`src/inc/sla_pkg.sv`:
```
// Package of constants and carriers for the segment LCD animator
//
// Behaviour
// Animate up to eight segments autonomously, no processor action after setup.
// Each animated segment shows AND or OR of its bits in both arrays.
// On each frame counter overflow both arrays barrel-shift one place, wrapping; an array loads its pending write instead if FRAME_TICK is high then.
// Shift direction of each array is selectable, left or right.
// Frame counter overflows after a programmed number of frames, the top field.
// Frame counter counts and overflows only while its enable bit is set.
// Animated values reach the segments only while animation is enabled.
// Location setting picks the animated group; one setting uses segments 8 to 15.
// Software loads both patterns and configures control before relying on animation.
// Arrays hold eight bits; software writes take effect at next frame, timing kept.
package sla_pkg;

   localparam int                SLA_ANIM_WIDTH   = 8;
   localparam int                SLA_SEG_COUNT    = 16;
   localparam int                SLA_TOP_WIDTH    = 6;
   localparam int                SLA_LOW_BASE     = 0;
   localparam int                SLA_HIGH_BASE    = 8;
   localparam logic [7:0]        SLA_PATTERN_RST  = 8'h00;
   localparam logic [5:0]        SLA_COUNT_RST    = 6'h00;

   // Shift direction codes
   typedef enum logic { SLA_DIR_LEFT, SLA_DIR_RIGHT } sla_dir_e;

   // Animation location codes
   typedef enum logic { SLA_LOC_LOWER, SLA_LOC_UPPER } sla_loc_e;

   // Combining function codes
   typedef enum logic { SLA_FN_AND, SLA_FN_OR } sla_fn_e;

   // Control bits written by software
   typedef struct packed {
      logic       frame_counter_enable;
      logic [5:0] frame_counter_top;
      logic       animation_enable;
      sla_fn_e    logic_function;
      sla_dir_e   dir_first;
      sla_dir_e   dir_second;
      sla_loc_e   animation_location;
   } sla_ctrl_s;

endpackage : sla_pkg

```
`src/hdl/sla_animator.sv`:
```
// Segment LCD animation unit: pattern arrays, shifting and segment muxing
`timescale 1ns/1ps
module sla_animator
   import sla_pkg::*;
#(
   parameter int ANIM_WIDTH = SLA_ANIM_WIDTH,
   parameter int SEG_COUNT  = SLA_SEG_COUNT
)(
   input  wire logic                  CLK,
   input  wire logic                  ARST_N,
   input  wire logic                  FRAME_TICK,
   input  wire sla_ctrl_s             CTRL,
   input  wire logic [ANIM_WIDTH-1:0] PATTERN_FIRST_DATA,
   input  wire logic                  PATTERN_FIRST_WE,
   input  wire logic [ANIM_WIDTH-1:0] PATTERN_SECOND_DATA,
   input  wire logic                  PATTERN_SECOND_WE,
   input  wire logic [SEG_COUNT-1:0]  SEG_DATA,
   output logic [SEG_COUNT-1:0]       SEG_OUT,
   output logic [ANIM_WIDTH-1:0]      PATTERN_FIRST,
   output logic [ANIM_WIDTH-1:0]      PATTERN_SECOND
);

   logic                  overflow;
   logic [ANIM_WIDTH-1:0] pending_first;
   logic [ANIM_WIDTH-1:0] pending_second;
   logic                  pend_first_valid;
   logic                  pend_second_valid;
   logic [ANIM_WIDTH-1:0] anim_value;
   logic [SEG_COUNT-1:0]  next_seg;
   logic [SLA_TOP_WIDTH:0] frames_seen;

   initial begin
      if (ANIM_WIDTH != 8 || SEG_COUNT < SLA_HIGH_BASE + ANIM_WIDTH) begin
         $error("Animator widths unsupported");
      end
   end

   // One-place barrel rotation
   function automatic logic [ANIM_WIDTH-1:0] rotate(input logic [ANIM_WIDTH-1:0] v, input sla_dir_e dir);
      if (dir == SLA_DIR_LEFT) begin
         rotate = {v[ANIM_WIDTH-2:0], v[ANIM_WIDTH-1]};
      end else begin
         rotate = {v[0], v[ANIM_WIDTH-1:1]};
      end
   endfunction : rotate

   sla_frame_counter #(
      .TOP_WIDTH (SLA_TOP_WIDTH)
   ) u_frame_counter (
      .clk        (CLK),
      .arst_n     (ARST_N),
      .frame_tick (FRAME_TICK),
      .enable     (CTRL.frame_counter_enable),
      .top        (CTRL.frame_counter_top),
      .overflow   (overflow)
   );

   // Writes are parked until the next frame so the shift cadence is untouched
   always_ff @(posedge CLK or negedge ARST_N) begin
      if (!ARST_N) begin
         pending_first     <= SLA_PATTERN_RST;
         pend_first_valid  <= 1'b0;
         pending_second    <= SLA_PATTERN_RST;
         pend_second_valid <= 1'b0;
      end else begin
         if (PATTERN_FIRST_WE) begin
            pending_first    <= PATTERN_FIRST_DATA;
            pend_first_valid <= 1'b1;
         end else if (FRAME_TICK) begin
            pend_first_valid <= 1'b0;
         end
         if (PATTERN_SECOND_WE) begin
            pending_second    <= PATTERN_SECOND_DATA;
            pend_second_valid <= 1'b1;
         end else if (FRAME_TICK) begin
            pend_second_valid <= 1'b0;
         end
      end
   end

   // First array: loads at a frame, otherwise shifts on overflow
   always_ff @(posedge CLK or negedge ARST_N) begin
      if (!ARST_N) begin
         PATTERN_FIRST <= SLA_PATTERN_RST;
      end else if (FRAME_TICK && pend_first_valid) begin
         PATTERN_FIRST <= pending_first;
      end else if (overflow) begin
         PATTERN_FIRST <= rotate(PATTERN_FIRST, CTRL.dir_first);
      end
   end

   // Second array, same scheme
   always_ff @(posedge CLK or negedge ARST_N) begin
      if (!ARST_N) begin
         PATTERN_SECOND <= SLA_PATTERN_RST;
      end else if (FRAME_TICK && pend_second_valid) begin
         PATTERN_SECOND <= pending_second;
      end else if (overflow) begin
         PATTERN_SECOND <= rotate(PATTERN_SECOND, CTRL.dir_second);
      end
   end

   // Combine and place the animated ring
   always_comb begin
      anim_value = (CTRL.logic_function == SLA_FN_AND) ? (PATTERN_FIRST & PATTERN_SECOND)
                                                       : (PATTERN_FIRST | PATTERN_SECOND);
      next_seg = SEG_DATA;
      if (CTRL.animation_enable) begin
         if (CTRL.animation_location == SLA_LOC_UPPER) begin
            next_seg[SLA_HIGH_BASE +: ANIM_WIDTH] = anim_value;
         end else begin
            next_seg[SLA_LOW_BASE +: ANIM_WIDTH] = anim_value;
         end
      end
   end

   // Registered segment drive, runs with no software action
   always_ff @(posedge CLK or negedge ARST_N) begin
      if (!ARST_N) begin
         SEG_OUT <= '0;
      end else begin
         SEG_OUT <= next_seg;
      end
   end

   // Frames seen since the last overflow; feeds only the period check
   always_ff @(posedge CLK or negedge ARST_N) begin
      if (!ARST_N) begin
         frames_seen <= '0;
      end else if (!CTRL.frame_counter_enable) begin
         frames_seen <= '0;
      end else if (overflow) begin
         frames_seen <= {{SLA_TOP_WIDTH{1'b0}}, FRAME_TICK};
      end else if (FRAME_TICK) begin
         frames_seen <= (SLA_TOP_WIDTH + 1)'(frames_seen + 1'b1);
      end
   end

   a_seg_passthru: assert property (@(posedge CLK) disable iff (!ARST_N)
      !$past(CTRL.animation_enable) |-> SEG_OUT == $past(SEG_DATA)) else $error("segments not ordinary data");

   a_upper_or: assert property (@(posedge CLK) disable iff (!ARST_N)
      $past(CTRL.animation_enable) && $past(CTRL.animation_location) == SLA_LOC_UPPER
      && $past(CTRL.logic_function) == SLA_FN_OR
      |-> SEG_OUT[15:8] == ($past(PATTERN_FIRST) | $past(PATTERN_SECOND))) else $error("upper OR wrong");

   a_lower_and: assert property (@(posedge CLK) disable iff (!ARST_N)
      $past(CTRL.animation_enable) && $past(CTRL.animation_location) == SLA_LOC_LOWER
      && $past(CTRL.logic_function) == SLA_FN_AND
      |-> SEG_OUT[7:0] == ($past(PATTERN_FIRST) & $past(PATTERN_SECOND))
          && SEG_OUT[15:8] == $past(SEG_DATA[15:8])) else $error("lower AND wrong");

   a_shift_left: assert property (@(posedge CLK) disable iff (!ARST_N)
      overflow && !(FRAME_TICK && pend_first_valid) && CTRL.dir_first == SLA_DIR_LEFT
      |=> PATTERN_FIRST == {$past(PATTERN_FIRST[6:0]), $past(PATTERN_FIRST[7])}) else $error("left shift wrong");

   a_shift_right: assert property (@(posedge CLK) disable iff (!ARST_N)
      overflow && !(FRAME_TICK && pend_second_valid) && CTRL.dir_second == SLA_DIR_RIGHT
      |=> PATTERN_SECOND == {$past(PATTERN_SECOND[0]), $past(PATTERN_SECOND[7:1])}) else $error("right shift wrong");

   a_hold_no_ovf: assert property (@(posedge CLK) disable iff (!ARST_N)
      !overflow && !FRAME_TICK |=> $stable(PATTERN_FIRST) && $stable(PATTERN_SECOND)) else $error("array moved");

   // Deferred writes: captured at the strobe, applied at the next frame
   a_pend_first: assert property (@(posedge CLK) disable iff (!ARST_N)
      PATTERN_FIRST_WE |=> pend_first_valid && pending_first == $past(PATTERN_FIRST_DATA))
      else $error("first write not captured");

   a_pend_second: assert property (@(posedge CLK) disable iff (!ARST_N)
      PATTERN_SECOND_WE |=> pend_second_valid && pending_second == $past(PATTERN_SECOND_DATA))
      else $error("second write not captured");

   a_load_first: assert property (@(posedge CLK) disable iff (!ARST_N)
      FRAME_TICK && pend_first_valid |=> PATTERN_FIRST == $past(pending_first))
      else $error("first write not applied at frame");

   a_load_second: assert property (@(posedge CLK) disable iff (!ARST_N)
      FRAME_TICK && pend_second_valid |=> PATTERN_SECOND == $past(pending_second))
      else $error("second write not applied at frame");

   a_pend_retire: assert property (@(posedge CLK) disable iff (!ARST_N)
      FRAME_TICK && !PATTERN_FIRST_WE |=> !pend_first_valid)
      else $error("first write left pending");

   a_pend_retire_second: assert property (@(posedge CLK) disable iff (!ARST_N)
      FRAME_TICK && !PATTERN_SECOND_WE |=> !pend_second_valid)
      else $error("second write left pending");

   // Remaining direction pairs, so every array is seen turning both ways
   a_shift_first_right: assert property (@(posedge CLK) disable iff (!ARST_N)
      overflow && !(FRAME_TICK && pend_first_valid) && CTRL.dir_first == SLA_DIR_RIGHT
      |=> PATTERN_FIRST == {$past(PATTERN_FIRST[0]), $past(PATTERN_FIRST[7:1])})
      else $error("first right shift wrong");

   a_shift_second_left: assert property (@(posedge CLK) disable iff (!ARST_N)
      overflow && !(FRAME_TICK && pend_second_valid) && CTRL.dir_second == SLA_DIR_LEFT
      |=> PATTERN_SECOND == {$past(PATTERN_SECOND[6:0]), $past(PATTERN_SECOND[7])})
      else $error("second left shift wrong");

   // Other function and location pairings
   a_upper_and: assert property (@(posedge CLK) disable iff (!ARST_N)
      $past(CTRL.animation_enable) && $past(CTRL.animation_location) == SLA_LOC_UPPER
      && $past(CTRL.logic_function) == SLA_FN_AND
      |-> SEG_OUT[15:8] == ($past(PATTERN_FIRST) & $past(PATTERN_SECOND)))
      else $error("upper AND wrong");

   a_lower_or: assert property (@(posedge CLK) disable iff (!ARST_N)
      $past(CTRL.animation_enable) && $past(CTRL.animation_location) == SLA_LOC_LOWER
      && $past(CTRL.logic_function) == SLA_FN_OR
      |-> SEG_OUT[7:0] == ($past(PATTERN_FIRST) | $past(PATTERN_SECOND)))
      else $error("lower OR wrong");

   a_upper_keeps_low: assert property (@(posedge CLK) disable iff (!ARST_N)
      $past(CTRL.animation_enable) && $past(CTRL.animation_location) == SLA_LOC_UPPER
      |-> SEG_OUT[7:0] == $past(SEG_DATA[7:0]))
      else $error("lower group disturbed");

   // A lowered top may stretch one period, so only early overflow is refused
   a_ovf_period: assert property (@(posedge CLK) disable iff (!ARST_N)
      overflow |-> frames_seen > {1'b0, $past(CTRL.frame_counter_top)})
      else $error("overflow before top frames");

   a_ovf_enabled: assert property (@(posedge CLK) disable iff (!ARST_N)
      !CTRL.frame_counter_enable |=> !overflow) else $error("overflow while disabled");

endmodule : sla_animator

```
`src/hdl/sla_frame_counter.sv`:
```
// Frame counter producing a one-cycle overflow pulse
`timescale 1ns/1ps
module sla_frame_counter
   import sla_pkg::*;
#(
   parameter int TOP_WIDTH = SLA_TOP_WIDTH
)(
   input  wire logic                 clk,
   input  wire logic                 arst_n,
   input  wire logic                 frame_tick,
   input  wire logic                 enable,
   input  wire logic [TOP_WIDTH-1:0] top,
   output logic                      overflow
);

   logic [TOP_WIDTH-1:0] count;

   initial begin
      if (TOP_WIDTH < 1 || TOP_WIDTH > 16) begin
         $error("TOP_WIDTH out of range");
      end
   end

   // Counts top+1 frames per overflow; cleared while disabled
   always_ff @(posedge clk or negedge arst_n) begin
      if (!arst_n) begin
         count    <= TOP_WIDTH'(SLA_COUNT_RST);
         overflow <= 1'b0;
      end else begin
         overflow <= 1'b0;
         if (!enable) begin
            count <= TOP_WIDTH'(SLA_COUNT_RST);
         end else if (frame_tick) begin
            if (count >= top) begin
               count    <= '0;
               overflow <= 1'b1;
            end else begin
               count <= TOP_WIDTH'(count + 1'b1);
            end
         end
      end
   end

   a_no_ovf_disabled: assert property (@(posedge clk) disable iff (!arst_n)
      overflow |-> $past(enable)) else $error("overflow while counter disabled");

   a_ovf_needs_tick: assert property (@(posedge clk) disable iff (!arst_n)
      overflow |-> $past(frame_tick) && $past(count) >= $past(top)) else $error("overflow without top reached");

endmodule : sla_frame_counter

```
`config.mk`:
```
export PLATFORM = sky130hd
export DESIGN_NAME = sla_animator
export DESIGN_NICKNAME = d
export VERILOG_FILES = /design/src/inc/sla_pkg.sv /design/src/hdl/sla_animator.sv /design/src/hdl/sla_frame_counter.sv
export SDC_FILE = /design/constraint.sdc
export NUM_CORES = 1
export LEC_CHECK = 0
export ABC_AREA = 1
export BUFFER_PORTS_ARGS = -buffer_cell sky130_fd_sc_hd__buf_2
export CAP_MARGIN = 20
export CORE_MARGIN = 5
export CORE_UTILIZATION = 56
export DETAILED_ROUTE_END_ITERATION = 8
export PLACE_DENSITY_LB_ADDON = 0.12
export SYNTH_ARGS = -nofsm -noshare
export SYNTH_HDL_FRONTEND = slang
export SYNTH_HIERARCHICAL = 1
export SYNTH_SLANG_ARGS = --single-unit
```
`constraint.sdc`:
```
create_clock -name CLK -period 2.5 [get_ports CLK]
set_input_delay 0.125 -clock CLK [delete_from_list [all_inputs] [get_ports CLK]]
set_output_delay 0.125 -clock CLK [all_outputs]
set_load 0.01 [all_outputs]
```
==> run summary <==
storage element area: 0.00143 mm2
Routed Antenna Nets: 0
Synth area leaders: dfrtp_1, nand2_1, nand3_1
CTS Hold Bufs: 8
wire length after detailed routing: 6.76 mm
post-synthesis sequential area ratio: 0.487
worst hold slack: 0.0111 ns
wire length per cell: 12.4 um
reported max-cap violation count: 0
largest stage delay on the critical path: 0.44 ns
ANT cells: 0
# resized after CTS: 0
Nets: 529
clock power share: 0.314
R2R Path End: u_frame_counter/count[5]
Critical Path Sink Type: flip-flop
worst slew pin tran: 0.783 ns
post-synthesis sequential element count: 57
Vert. Die Dim: 82.3 um
area grow syn2layout: 24.5%
I/O Buffers: 80
Worst Hold Path Cells: 3
status: complete, no violations
pin count of the biggest net entering global routing: 36
gr ovfl total: 0
Slew Limit Headroom: 0.478
post-layout util: 0.714
most common cell after layout, fill and taps aside: nand2_1
number of global-route vias before repair: 2575
Placed Cells incl. Taps: 523
most frequent CP cell: nand2_1
FILL cells: 445
power density over the cells: 615 mW/mm2
TNS Setup: 0 ns
CP max-delay cell: dfrtp_1
CP endpoint: u_frame_counter/count[5]
yosys warns: 6
dpl cell area: 0.00340 mm2
TritonCTS clock tree: done
fmax: 683 MHz
per-instance average area after synthesis: 7.77 um2
clk slew on worst S/H paths: 0.07 ns
number of buffers created by CTS: 9
R2R Setup Slk: 1.04 ns
clock skew: 0.00964 ns
Worst EP required: 2.75 ns
top-area cell type share of the netlist area: 0.487
area of the multi-input gates: 0.00136 mm2
initial antenna violation count: 0
cells along the critical path: inv_1 > ha_1 > inv_1 > nand2_1 > nand2_1 > nand2_1 > nand2_1 > nand2_1 > nand2_1 > nand2_2 > nor2_1
first-pass GRT wire length: 11.5 mm
Die Area: 0.00678 mm2
Via Count: 2670
Cell Area, Synth: 0.00293 mm2
root buf cell: clkbuf_8
R2R depth: 11
Avg Vias per Cell: 4.88
Layout Cells excl Fill: 547
RR Startpoint: u_frame_counter/count[0]
Comb pwr share: 0.191
internal power: 1.58 mW
CP Buf/Inv Count: 2
Die Wd: 82.3 um
Slew Viols, Final: 0
GRT Total Usage: 0.223
clock latency on the worst-skew pair: 0.32 ns
layout cell share with drive strength beyond 1: 0.258
critical path depth: 11
CTS Sinks: 57
# IOs: 81
Flop pwr share: 0.496
Syn Nets: 433
Worst EP arrival: 1.71 ns
Top delay family on crit path: simple AND/OR/NAND/NOR gates
row count: 26
Setup crit start: u_frame_counter/count[0]
core area: 0.00511 mm2
Net Sw Power: 0.659 mW
VDD IR max: 0.385 mV
initial DRC count: 123
Tmin final: 1.46 ns
RD Place Congestion: 0.825
DRC errors left: 0
Hold Path Class: in2reg
Cell variety after synth: 21
final instance area: 0.00365 mm2
Mapped Cells: 377
post-synth top area cell: dfrtp_1
unrepaired setup endpoints after global routing: false
most frequent cells in the layout: nand2_1, buf_2, dfrtp_1
Post CTS Setup Buffer Count: 0
first drt pass iteration count: 4
H-tree depth: 3
Starting Density: 0.574
HPWL after detailed placement: 5.04 mm
Max Root-Sink Buffers: 2
Pleak: 2.09 nW
crit path max fanout: 5
Final Hold Viols: 0
Net Sw Frac: 0.294
kind of critical path: reg2reg
Period Utilization, post-route: 0.586
Setup Viol. Count Final: 0
crit path launch type: flip-flop
==> state kept, by name, indices dropped and copies added (netlist names) <==
register                  count
u_frame_counter/overflow      1
pend_second_valid             1
u_frame_counter/count         6
SEG_OUT                      16
PATTERN_SECOND                8
pend_first_valid              1
pending_second                8
pending_first                 8
PATTERN_FIRST                 8
==> synthesized netlist by cell type <==
library cell,count
nand2_1,195
dfrtp_1,57
nand3_1,42
inv_1,22
nand3_2,9
or2_2,8
ha_1,7
o21ai_0,6
buf_2,5
nor2_1,5
a21oi_2,3
nor2_4,3
clkinv_1,2
clkinv_4,2
inv_2,2
nand2_2,2
nand2_4,2
xor2_1,2
nand3_4,1
nand4_1,1
xnor2_1,1
==> power by group through the flow <==
stage / registers (mW) / logic, mW / clock network [mW]
2_1_floorplan: 1.13 / 0.221 / 0
3_3_place_gp: 1.12 / 0.409 / 0
3_5_place_dp: 1.13 / 0.419 / 0
4_1_cts: 1.11 / 0.432 / 0.714
5_1_grt: 1.12 / 0.495 / 0.758
6_report: 1.11 / 0.427 / 0.704
==> cells by family after synthesis <==
family,count (synthesis),synth area share
AOI/OAI and AO/OA,9,0.0192
xor gates and xnor gates,3,0.00897
DFF,57,0.487
adders and majority gates,7,0.0299
and+or+nand+nor,268,0.407
buffers and inverters,33,0.0478
==> layer usage <==
metal,share of wire,GRT usage
met4,0.016,0.0814
met2,0.49,0.363
met5,0,0
met3,0.064,0.0575
met1,0.43,0.286
==> stage by stage <==
stage / power [mW] / setup WS, ns
after floorplan: 1.35 / 1.22
after global placement: 1.53 / 1.13
after detailed placement: 1.55 / 1.06
after CTS: 2.26 / 1.03
after global routing: 2.38 / 0.869
final: 2.24 / 1.04
==> worst register-to-register path, delay by kind of cell (launching register included) <==
family	cells	cell delay [ns]
buf+inv	2	0.13
flops	1	0.44
simple gates	8	0.55
fa+ha+maj	1	0.27
==> area by class of cell <==
cell class,count,share of cell area
well taps,70,0.0240
flip-flops and latches,57,0.391
repair buffers,90,0.137
clock buffers,15,0.0429
multi-input cells,287,0.374
inverters,28,0.0316
==> how the worst min path moves through the flow <==
stage | start | to
floorplan | ARST_N | PATTERN_FIRST[0]
CTS | SEG_DATA[0] | SEG_OUT[0]
finish | SEG_DATA[0] | SEG_OUT[0]
global route | PATTERN_SECOND_DATA[2] | pending_second[2]
global placement | ARST_N | pending_second[0]
detailed placement | ARST_N | pending_second[0]
Note: power is estimated with default switching activity, not from simulation.
